## config.mk

```make
export PLATFORM = sky130hd
export DESIGN_NAME = stc_tx_char_ctrl
export DESIGN_NICKNAME = d
export VERILOG_FILES = /design/src/common/stc_pkg.sv /design/src/verilog/stc_tx_char_ctrl.sv
export SDC_FILE = /design/constraint.sdc
export NUM_CORES = 1
export LEC_CHECK = 0
export ABC_AREA = 1
export BUFFER_PORTS_ARGS = -buffer_cell sky130_fd_sc_hd__buf_4
export CAP_MARGIN = 20
export CORE_MARGIN = 3
export CORE_UTILIZATION = 38
export DETAILED_ROUTE_END_ITERATION = 8
export HOLD_SLACK_MARGIN = 0.05
export SLEW_MARGIN = 5
export SYNTH_ARGS = -nofsm -noshare
export SYNTH_HDL_FRONTEND = slang
export SYNTH_SLANG_ARGS = --single-unit
export TNS_END_PERCENT = 30
```

## constraint.sdc

```tcl
create_clock -name clk -period 5.43 [get_ports clk]
set_input_delay 0 -clock clk [delete_from_list [all_inputs] [get_ports clk]]
set_output_delay 0 -clock clk [all_outputs]
set_load 0.01 [all_outputs]
```

## src/common/stc_pkg.sv

```systemverilog
// Constants and types for the transmit character control block
package stc_pkg;
	// Three-level select encoding
	localparam logic [1:0] TRI_LOW      = 2'h0;
	localparam logic [1:0] TRI_MID      = 2'h1;
	localparam logic [1:0] TRI_HIGH     = 2'h2;
	// Character timing: last bit clock count of a character, ten cycles counted 0 to 9
	localparam logic [3:0] CHAR_LAST    = 4'h9;
	// Word sync sequence: 16 characters, index 0 to 15
	localparam logic [3:0] WS_LAST      = 4'hf;
	// Self-test pattern: 511 characters, count 0 to 510
	localparam logic [8:0] BIST_LAST    = 9'h1fe;
	localparam logic [8:0] BIST_SEED    = 9'h1ff;
	// Character codes
	localparam logic [7:0] K28_5        = 8'hbc;
	localparam logic [9:0] VIOL_C07     = 10'h278;
	localparam logic [1:0] TAG_DATA     = 2'h0;
	localparam logic [1:0] TAG_SPECIAL  = 2'h1;
	localparam logic [1:0] TAG_FILL     = 2'h2;
	localparam logic [1:0] TAG_WSYNC    = 2'h3;
	// Latch values after reset
	localparam logic [1:0] BIST_LAT_RST = 2'h3;
	localparam logic [1:0] OE_LAT_RST   = 2'h0;
	// Width of the synchronised pin bundle
	localparam int         PIN_W        = 31;

	typedef enum logic [6:0] {
		KIND_DATA    = 7'h01,
		KIND_FILL    = 7'h02,
		KIND_SPECIAL = 7'h04,
		KIND_WSYNC   = 7'h08,
		KIND_VIOL    = 7'h10,
		KIND_RAW     = 7'h20,
		KIND_BIST    = 7'h40
	} stc_kind_t;

	typedef enum logic [2:0] {
		SEQ_IDLE = 3'h1,
		SEQ_WS   = 3'h2,
		SEQ_BIST = 3'h4
	} stc_seq_t;
endpackage : stc_pkg

```

## src/verilog/stc_tx_char_ctrl.sv

```systemverilog
// Transmit character control: mode decode, word sync, self-test, output enables, shifter
// Summary of operation
// RQ1: Modes 3/6: data, fill/special by select, sync
// RQ2: Modes 4/7: select plus ctrl0 starts sync
// RQ3: Modes 5/8: ctrl 00/01/10/11 picks character kind
// RQ4: Atomic sync runs 16 characters, inputs ignored
// RQ5: Start seen at sequence end restarts sequence
// RQ6: Atomic start needs odd parity; rest unchecked
// RQ7: Interruptible sync ends on non-00 control
// RQ8: Interruptible parity error aborts, sends violation
// RQ9: Input register clock: reference or input clock
// RQ10: Host never selects input clock with half rate
// RQ11: Latched low enable bits enable self-test
// RQ12: Self-test latch transparent, reset disables self-test
// RQ13: Self-test LFSR gives repeating 511-character pattern
// RQ14: Reference rx clocking: sync precedes each pass
// RQ15: Self-test ignores parallel data and control
// RQ16: Loopback drives enabled outputs constant one
// RQ17: Output latch: bit1 secondary, bit0 primary
// RQ18: Both drivers off puts logic in low power
// RQ19: Device reset disables both serial drivers
// RQ20: Bit clock is ten per character
// RQ21: Host avoids low speed range with half rate
// RQ22: Characters shift out least significant bit first
// RQ23: Parity checked unless parity control low
// RQ24: After sync ends, normal encoding resumes
module stc_tx_char_ctrl (
	// Clock and reset
	input  wire logic              clk,
	input  wire logic              rst,
	// Parallel character inputs
	input  wire logic [7:0]        tx_data,
	input  wire logic              tx_parity_bit,
	input  wire logic [1:0]        tx_ctrl_bits,
	input  wire logic              special_code_select,
	input  wire logic              tx_input_clock,
	// Configuration pins, three-level ones as two bits
	input  wire logic [3:0]        tx_mode_select,
	input  wire logic [1:0]        parity_control,
	input  wire logic [1:0]        tx_input_clock_select,
	input  wire logic              tx_rate_half,
	input  wire logic [1:0]        speed_range_select,
	input  wire logic              rx_clock_select,
	input  wire logic              loopback_enable,
	// Enable latches and device reset
	input  wire logic [1:0]        shared_enable_bits,
	input  wire logic              selftest_latch_enable,
	input  wire logic              output_latch_enable,
	input  wire logic              device_reset_n,
	// Serial drivers
	output logic                   serial_out_primary,
	output logic                   serial_out_primary_en,
	output logic                   serial_out_secondary,
	output logic                   serial_out_secondary_en,
	// Status
	output logic [9:0]             tx_char,
	output stc_pkg::stc_kind_t     tx_char_kind,
	output logic                   tx_char_tick,
	output logic                   tx_parity_error,
	output logic                   tx_power_down,
	output logic                   bist_rx_enable,
	output logic                   cfg_invalid
);
	import stc_pkg::*;

	////////////////////////////////////////////////////////////////////////
	// Pin synchronisers

	logic [PIN_W-1:0] sync1_r;
	logic [PIN_W-1:0] sync2_r;
	logic             tx_input_clock_d_r;

	always_ff @(posedge clk or posedge rst) begin
		if (rst) begin
			sync1_r <= '0;
			sync2_r <= '0;
		end else begin
			sync1_r <= {tx_data, tx_parity_bit, tx_ctrl_bits, special_code_select, tx_input_clock,
				tx_mode_select, parity_control, tx_input_clock_select, tx_rate_half,
				speed_range_select, rx_clock_select, loopback_enable, shared_enable_bits,
				selftest_latch_enable, output_latch_enable, device_reset_n};
			sync2_r <= sync1_r;
		end
	end

	logic [7:0] data_q;
	logic       par_q;
	logic [1:0] ct_q;
	logic       sc_q;
	logic       tx_input_clock_q;
	logic [3:0] mode_q;
	logic [1:0] parity_control_q;
	logic [1:0] cksel_q;
	logic       half_q;
	logic [1:0] spd_q;
	logic       rxck_q;
	logic       loop_q;
	logic [1:0] boe_q;
	logic       ble_q;
	logic       output_latch_enable_q;
	logic       dev_rst_q;
	logic       dev_rst_n_q;

	assign {data_q, par_q, ct_q, sc_q, tx_input_clock_q, mode_q, parity_control_q, cksel_q, half_q, spd_q,
		rxck_q, loop_q, boe_q, ble_q, output_latch_enable_q, dev_rst_n_q} = sync2_r;
	assign dev_rst_q = ~dev_rst_n_q;

	always_ff @(posedge clk or posedge rst) begin
		if (rst)
			tx_input_clock_d_r <= 1'b0;
		else
			tx_input_clock_d_r <= tx_input_clock_q;
	end

	////////////////////////////////////////////////////////////////////////
	// Character rate divider: clk is the bit clock, ten bits per character

	logic [3:0] div_r;
	logic       tick_r;

	always_ff @(posedge clk or posedge rst) begin
		if (rst) begin
			div_r  <= '0;
			tick_r <= 1'b0;
		end else begin
			div_r  <= (div_r == CHAR_LAST) ? 4'h0 : div_r + 4'h1; // RQ20
			tick_r <= (div_r == CHAR_LAST); // RQ20
		end
	end

	////////////////////////////////////////////////////////////////////////
	// Enable latches, transparent while their enable is high

	logic [1:0] bist_lat_r;
	logic [1:0] oe_lat_r;
	logic       pd;
	logic       bist_on;

	always_ff @(posedge clk or posedge rst) begin
		if (rst)
			bist_lat_r <= BIST_LAT_RST;
		else if (dev_rst_q)
			bist_lat_r <= BIST_LAT_RST; // RQ12
		else if (ble_q)
			bist_lat_r <= boe_q; // RQ12
	end

	always_ff @(posedge clk or posedge rst) begin
		if (rst)
			oe_lat_r <= OE_LAT_RST;
		else if (dev_rst_q)
			oe_lat_r <= OE_LAT_RST; // RQ19
		else if (output_latch_enable_q)
			oe_lat_r <= boe_q; // RQ17
	end

	assign pd      = (oe_lat_r == 2'h0); // RQ18
	assign bist_on = ~bist_lat_r[1]; // RQ11

	////////////////////////////////////////////////////////////////////////
	// Input register

	logic [11:0] in_r;
	logic        cap_ev;

	// Reference clocking captures on the character clock, otherwise on input clock rise
	assign cap_ev = (cksel_q == TRI_LOW) ? tick_r : (tx_input_clock_q & ~tx_input_clock_d_r); // RQ9

	always_ff @(posedge clk or posedge rst) begin
		if (rst)
			in_r <= '0;
		else if (cap_ev)
			in_r <= {sc_q, ct_q, par_q, data_q}; // RQ9
	end

	////////////////////////////////////////////////////////////////////////
	// Character decode and sequencing

	function automatic stc_kind_t decode_kind(input logic [1:0] mlow, input logic sc, input logic [1:0] ct);
		stc_kind_t k;
		k = KIND_DATA;
		case (mlow)
			TRI_LOW: begin
				if (ct == 2'h1)
					k = sc ? KIND_SPECIAL : KIND_FILL; // RQ1
				else if (ct == 2'h3)
					k = KIND_WSYNC; // RQ1
			end
			TRI_MID: begin
				if (ct[0] && sc)
					k = KIND_WSYNC; // RQ2
				else if (ct == 2'h1)
					k = KIND_FILL; // RQ2
				else if (ct == 2'h3)
					k = KIND_SPECIAL; // RQ2
			end
			default: begin
				case (ct)
					2'h1:    k = KIND_FILL; // RQ3
					2'h2:    k = KIND_SPECIAL; // RQ3
					2'h3:    k = KIND_WSYNC; // RQ3
					default: k = KIND_DATA;
				endcase
			end
		endcase
		return k;
	endfunction : decode_kind

	function automatic logic [9:0] char_code(input stc_kind_t k, input logic [7:0] d);
		logic [9:0] c;
		c = {TAG_DATA, d};
		case (k)
			KIND_SPECIAL: c = {TAG_SPECIAL, d};
			KIND_FILL:    c = {TAG_FILL, K28_5};
			KIND_WSYNC:   c = {TAG_WSYNC, K28_5};
			KIND_VIOL:    c = VIOL_C07;
			default:      c = {TAG_DATA, d};
		endcase
		return c;
	endfunction : char_code

	stc_seq_t   st_r;
	stc_seq_t   st_nxt;
	logic [3:0] idx_r;
	logic [3:0] idx_nxt;
	logic [8:0] lfsr_r;
	logic [8:0] lfsr_nxt;
	logic [8:0] bcnt_r;
	logic [8:0] bcnt_nxt;
	stc_kind_t  kind_r;
	stc_kind_t  kind_nxt;
	stc_kind_t  ck;
	logic [9:0] char_r;
	logic [9:0] char_nxt;
	logic       perr_r;
	logic       perr_nxt;
	logic       bad;
	logic       atomic;
	logic       ws_run;

	assign ck     = decode_kind(mode_q[1:0], in_r[11], in_r[10:9]);
	assign bad    = (parity_control_q != TRI_LOW) && ~^in_r[8:0]; // RQ23
	assign atomic = (mode_q[3:2] == TRI_MID);
	// Interruptible sync continues only on clean 00 characters
	assign ws_run = (st_r == SEQ_WS) && (atomic || (!bad && in_r[10:9] == 2'h0)); // RQ4 RQ7 RQ8

	always_comb begin
		st_nxt   = st_r;
		idx_nxt  = idx_r;
		lfsr_nxt = BIST_SEED;
		bcnt_nxt = '0;
		kind_nxt = kind_r;
		char_nxt = char_r;
		perr_nxt = 1'b0;
		if (bist_on) begin // RQ15
			lfsr_nxt = lfsr_r;
			bcnt_nxt = bcnt_r;
			if (st_r == SEQ_WS || (st_r == SEQ_IDLE && !rxck_q)) begin // RQ14
				kind_nxt = KIND_WSYNC;
				char_nxt = char_code(KIND_WSYNC, 8'h00);
				st_nxt   = (st_r == SEQ_WS && idx_r == WS_LAST) ? SEQ_BIST : SEQ_WS;
				idx_nxt  = (st_r == SEQ_WS) ? idx_r + 4'h1 : 4'h1;
			end else begin
				kind_nxt = KIND_BIST; // RQ13
				char_nxt = {lfsr_r[0] ^ lfsr_r[8], lfsr_r}; // RQ13
				lfsr_nxt = {lfsr_r[7:0], lfsr_r[8] ^ lfsr_r[4]}; // RQ13
				bcnt_nxt = bcnt_r + 9'h001;
				st_nxt   = SEQ_BIST;
				if (bcnt_r == BIST_LAST) begin
					bcnt_nxt = '0;
					lfsr_nxt = BIST_SEED; // RQ13
					if (!rxck_q) begin
						st_nxt  = SEQ_WS; // RQ14
						idx_nxt = 4'h0;
					end
				end
			end
		end else if (mode_q[3:2] == TRI_LOW) begin
			st_nxt   = SEQ_IDLE;
			idx_nxt  = 4'h0;
			perr_nxt = bad;
			kind_nxt = bad ? KIND_VIOL : KIND_RAW;
			char_nxt = bad ? VIOL_C07 : {in_r[10:9], in_r[7:0]};
		end else if (ws_run) begin
			kind_nxt = KIND_WSYNC;
			char_nxt = char_code(KIND_WSYNC, 8'h00);
			if (idx_r == WS_LAST) begin
				idx_nxt = 4'h0;
				// A clean start seen on the last character restarts at once
				st_nxt  = (atomic && ck == KIND_WSYNC && !bad) ? SEQ_WS : SEQ_IDLE; // RQ5 RQ24
			end else begin
				idx_nxt = idx_r + 4'h1; // RQ4
			end
		end else begin
			st_nxt   = SEQ_IDLE; // RQ24
			idx_nxt  = 4'h0;
			perr_nxt = bad;
			if (bad) begin
				kind_nxt = KIND_VIOL; // RQ6 RQ8
				char_nxt = VIOL_C07;
			end else begin
				kind_nxt = ck; // RQ7
				char_nxt = char_code(ck, in_r[7:0]);
				if (ck == KIND_WSYNC) begin
					st_nxt  = SEQ_WS;
					idx_nxt = 4'h1;
				end
			end
		end
	end

	always_ff @(posedge clk or posedge rst) begin
		if (rst) begin
			st_r   <= SEQ_IDLE;
			idx_r  <= '0;
			lfsr_r <= BIST_SEED;
			bcnt_r <= '0;
			kind_r <= KIND_FILL;
			char_r <= {TAG_FILL, K28_5};
			perr_r <= 1'b0;
		end else if (dev_rst_q) begin
			st_r   <= SEQ_IDLE;
			idx_r  <= '0;
			lfsr_r <= BIST_SEED;
			bcnt_r <= '0;
			kind_r <= KIND_FILL;
			char_r <= {TAG_FILL, K28_5};
			perr_r <= 1'b0;
		end else if (tick_r && !pd) begin // RQ18
			st_r   <= st_nxt;
			idx_r  <= idx_nxt;
			lfsr_r <= lfsr_nxt;
			bcnt_r <= bcnt_nxt;
			kind_r <= kind_nxt;
			char_r <= char_nxt;
			perr_r <= perr_nxt;
		end
	end

	////////////////////////////////////////////////////////////////////////
	// Shifter and serial drivers

	logic [9:0] shift_r;

	always_ff @(posedge clk or posedge rst) begin
		if (rst)
			shift_r <= '0;
		else if (pd)
			shift_r <= '0; // RQ18
		else if (tick_r)
			shift_r <= char_r;
		else
			shift_r <= {1'b0, shift_r[9:1]}; // RQ22
	end

	always_ff @(posedge clk or posedge rst) begin
		if (rst) begin
			serial_out_primary      <= 1'b0;
			serial_out_primary_en   <= 1'b0;
			serial_out_secondary    <= 1'b0;
			serial_out_secondary_en <= 1'b0;
			tx_char                 <= '0;
			tx_char_kind            <= KIND_FILL;
			tx_char_tick            <= 1'b0;
			tx_parity_error         <= 1'b0;
			tx_power_down           <= 1'b1;
			bist_rx_enable          <= 1'b0;
			cfg_invalid             <= 1'b0;
		end else begin
			serial_out_primary      <= oe_lat_r[0] & (loop_q | shift_r[0]); // RQ16 RQ17
			serial_out_primary_en   <= oe_lat_r[0]; // RQ17
			serial_out_secondary    <= oe_lat_r[1] & (loop_q | shift_r[0]); // RQ16 RQ17
			serial_out_secondary_en <= oe_lat_r[1]; // RQ17
			tx_char                 <= char_r;
			tx_char_kind            <= kind_r;
			tx_char_tick            <= tick_r;
			tx_parity_error         <= perr_r;
			tx_power_down           <= pd; // RQ18
			bist_rx_enable          <= ~bist_lat_r[0]; // RQ11
			cfg_invalid             <= half_q && (cksel_q != TRI_LOW || spd_q == TRI_LOW); // RQ10 RQ21
		end
	end
endmodule : stc_tx_char_ctrl
```

Yosys cells after proc, flatten, opt, wreduce, memory -nomap -nowiden
Cells that the tools add are included.
{ "classes": {"eq_ne": 21, "n_mux": 73, "bitwise": 8, "add_sub_neg": 3, "reduce_logical": 28} }
{ "op_table": {"columns": ["operator", "n"], "rows": [
  ["$mux 10", 10],
  ["$mux 9", 10],
  ["$mux 4", 14],
  ["$mux 7", 7],
  ["$pmux 10 s4", 1],
  ["$mux 3", 13],
  ["$mux 2", 7],
  ["$pmux 7 s2", 1],
  ["$logic_not 2->1", 6],
  ["$pmux 4 s3", 1],
  ["$logic_and 1x1->1", 10],
  ["$add 9x1->9 const B", 1],
  ["$eq 9x9->1 const B", 1],
  ["$reduce_xnor 9->1", 1],
  ["$add 4x1->4 const B", 2],
  ["$eq 4x4->1 const B", 2],
  ["$mux 1", 8],
  ["$eq 7x2->1 const B", 1],
  ["$eq 7x3->1 const B", 1],
  ["$eq 7x4->1 const B", 1],
  ["$eq 7x5->1 const B", 1],
  ["$eq 2x1->1 const B", 3],
  ["$mux 6", 1],
  ["$ne 2x1->1 const B", 3],
  ["other kinds (16)", 27]
]} }
{ "word_totals": {"out_inout_bits": 26, "elab_cells": 160, "register_bits": 163} }

Logic depth before layout (Yosys ltp)
{ "depth": {"depth_word": 15, "mapped_depth": 17, "mapped_depth_nobuf": 17} }

Least setup slack after synthesis
Ideal clock, no wire load.
{ "synth_timing": {"path_kind": "flip-flop to flip-flop", "startpoint": "register bcnt_r[0]", "endpoint": "register idx_r[3]", "setup_slack_ns": 3.808, "t_required_ns": 5.317, "stages_incl_launch_ff": 11, "synth_period_minus_slack_ns": 1.622, "setup_ns": 0.113, "arrival_time_ns": 1.509, "path_cell_list": "dfrtp_1 inv_1 ha_1 nand2_1 nor3b_2 nand2_2 a21oi_4 nand4_2 xnor2_1 nand2_1 inv_1"} }
{ "synth_via": {"elab_chain_cells": 3} }
{ "synth_rtl": {"columns": ["item", "line", "source"], "rows": [
  ["from (decl)", "stc_tx_char_ctrl.sv:228", "logic [8:0] bcnt_r;"],
  ["from (signal assigned)", "stc_tx_char_ctrl.sv:333", "bcnt_r <= bcnt_nxt;"],
  ["$eq 9x9->1", "stc_tx_char_ctrl.sv:269", "if (bcnt_r == BIST_LAST) begin"],
  ["$ne 4x1->1 (no source line)", null, null],
  ["$reduce_and 3->1 (no source line)", null, null],
  ["to (signal assigned)", "stc_tx_char_ctrl.sv:331", "idx_r <= idx_nxt;"],
  ["to (decl)", "stc_tx_char_ctrl.sv:224", "logic [3:0] idx_r;"]
]} }
Every way passes these cells.
A chain may end at the register's enable or synchronous reset.

Worst setup path after layout
{ "layout_timing": {"startpoint": "register oe_lat_r[1]", "endpoint": "register bcnt_r[6]"} }
{ "layout_via": {"elab_chain_cells": 5} }
{ "layout_rtl": {"columns": ["item", "line", "source"], "rows": [
  ["from (decl)", "stc_tx_char_ctrl.sv:135", "logic [1:0] oe_lat_r;"],
  ["from (signal assigned)", "stc_tx_char_ctrl.sv:154", "oe_lat_r <= boe_q;"],
  ["$logic_not 2->1", "stc_tx_char_ctrl.sv:157", "assign pd = (oe_lat_r == 2'h0);"],
  ["$logic_not 1->1", "stc_tx_char_ctrl.sv:329", "end else if (tick_r && !pd) begin"],
  ["$logic_and 1x1->1", "stc_tx_char_ctrl.sv:329", null],
  ["$ne 2x1->1 (no source line)", null, null],
  ["$reduce_and 2->1 (no source line)", null, null]
]} }
Every way passes these cells.

==> out/metrics.cfg <==
[run_status]
status = finished clean

[timing]
fmax_ghz = 0.346
fin_crit_ns = 2.89
slew_headroom_pct = 40.2
fin_setup_tns_ns = 0
setup-violations-final = 0
skew_ns = 0.00538
rsz0062_at_grt = false
worstMarginPinSlew_ns = 0.894
timing.final.hold_violations = 0
post-route-period-util_pct = 53.2
worst_slack_ns = 2.54
slew_violations = 0

[logic_synthesis]
syn_inst = 579
ys_seq_area_share_pct = 67.5
yosys_warnings = 0
syn_avg_cell_area_um2 = 10.4
synth.largest_area_cell = dfrtp_1
synth_area_um2 = 6010
ys_top_cells_by_area = dfrtp_1 (58%), dfstp_2 (9.2%), nand2_1 (8.1%), inv_1 (5.8%), o21ai_0 (3.5%)
synth-seq-cells = 161
async_flop_share_pct = 100
yosys.area.top_type_share_pct = 58.3
synth-main-ff-cell = dfrtp_1
synth.distinct_cells = 35
synth_edf_count = 0
syn_nets = 615

[floorplanning]
num_rows = 45
coreArea_um2 = 15300
die_area_um2 = 17400
die_y_um = 132
io_pins = 59
die_w_um = 132
start_util_pct = 39.2

[drt]
viasPerCell = 4.55
dr.pass1.iters = 5
routedWlPerCell_um = 12.7
num_vias = 4103
final_antenna_net_count = 0
drc = 0
first_iter_violations = 264
finalWirelength_mm = 11.4

[cts]
cts_tree = done
clock-sinks = 161
clock_path_buffers = 2
htree_levels = 4
clkLatencyLatePin_ns = 0.43
numCtsBuffers = 17
cts_root_buffer = clkbuf_16
clk_pin_slew_ns = 0.07

[finish]
diodes = 0
area.growth.synth_to_final_pct = 25.9
final_nets = 714
mostFrequentLayoutCells = dfrtp_1 (140), nand2_1 (130), inv_1 (92)
drive_gt1_share_pct = 19.1
layout_commonest_cell = dfrtp_1

[placement]
port_buffers = 58
gp_congestion = 0.864
dp_slack_ns = 2.58
dp_hpwl_mm = 7.84

[worst_setup_path]
start_kind = flip-flop
reg2reg_from = oe_lat_r[1]
worstSetupPathType = reg2reg
required_ns = 5.79
worstPathCellList = nor2_1, nor2_4, nor2_2, inv_1, nand2_2, inv_2, nand4_1, o22ai_1, a21oi_1
critical_path_arrival_ns = 3.24
crit_path_end_kind = flip-flop
cp_slowest_cell = nor2_1
reg2regPathDepth = 9
slowest_delay_ns = 0.70
startpoint = oe_lat_r[1]
crit_fanout = 16

[power_and_ir_drop]
p_per_area_nw_per_um2 = 354
vdd_ir_drop_max_mv = 0.232
cellLeakagePower_nw = 3.68

[grt]
grt_pass1_vias = 4023
grt_max_degree = 93
overflow = 0
grt_pass1_wl_mm = 19.5
grt_antenna_before_repair = 0
track_usage_pct = 14.1

[hold_path]
holdPathStages = 2
hp-start = tx_mode_select[2]
hold_path_class = in2reg

[run]
maxCapViolations = 0

Yosys cell counts, types with 2 or more instances:
cell      instances
nand2_1         130
clkbuf_1          6
ha_1              3
nand2_2           5
a21oi_1          26
a211oi_1          3
xor2_1            4
a31oi_1           2
dfrtp_1         140
nand4_1           5
or2_2             2
a22oi_1           8
dfstp_2          21
buf_2             5
nand3_1          29
inv_1            93
nor3_1            3
nor2_1           26
o31ai_1           2
xnor2_1           4
o22ai_1           6
nor2_4            2
o21ai_0          42
worst max-delay path: cells and delay by family, from the launching register on:
kind,cells,cell delay (ns)
buf+inv,2,0.48
compound gates,2,0.20
simple gates,5,1.76
flops,1,0.39
worst paths after layout:
kind                               end  slack [ns]
max                          bcnt_r[6]        2.54
min                        sync1_r[16]        0.21
max reg2reg                  bcnt_r[6]        2.54
min reg2reg                 sync2_r[3]        0.35
max in group asynchronous     idx_r[3]        3.77
min in group asynchronous   sync1_r[2]        0.27
logic make-up after synthesis:
logic type	share of synthesized area (%)
compound gates	8.81
buf+inv	6.79
flops	67.5
fa+ha+maj	0.625
simple gates	15.2
xor+xnor	1.17
metrics by stage:
step | util [%] | std cells | hold WS (ns) | power [W] | cell area (um^2)
after floorplan | - | 579 | 0.0314 | 0.00148 | 6010
after global placement | 43.6 | 838 | 0.109 | 0.00156 | 6680
after detailed placement | 43.6 | 838 | 0.110 | 0.00156 | 6680
after CTS | 49.4 | 902 | 0.187 | 0.00272 | 7570
after global routing | 49.4 | 902 | 0.197 | 0.00282 | 7570
final | 49.4 | 902 | 0.212 | 0.00268 | 7570
timing repair:
item	CTS	global route
setup buffers	0	0
hold buffers	32	0
endpoints found under the hold margin	101	0
resized for setup	0	0
cell type report:
class | count | area (um^2)
Clock buffer | 17 | 425
Tap cell | 211 | 264
Timing Repair Buffer | 92 | 771
Sequential cell | 161 | 4060
Inverter | 94 | 358
Multi-Input combinational cell | 312 | 1550
Clock inverter | 15 | 140
Fill cell | 1401 | 7750
where the power goes:
part | switching [W] | internal, W | total, W
clock | 0.000517 | 0.000606 | 0.00112
sequential | 0.0000334 | 0.00126 | 0.00130
combinational | 0.000162 | 0.0000991 | 0.000261
total | 0.000712 | 0.00197 | 0.00268
sequential cells by signal, summed over array words and instances (netlist names), 9 cells and up:
| register | cells |
|---|---|
| bcnt_r | 9 |
| sync2_r | 31 |
| char_r | 10 |
| tx_char | 10 |
| shift_r | 10 |
| sync1_r | 31 |
| lfsr_r | 9 |
| in_r | 12 |
per-layer routing:
| metal | global-route usage [%] | wire [um] |
|---|---|---|
| met1 | 18.5 | 5270 |
| met2 | 21.4 | 5350 |
| met3 | 4.50 | 569 |
| met4 | 6.24 | 256 |
| met5 | 0 | 0 |
(Power assumes the default switching activity.)
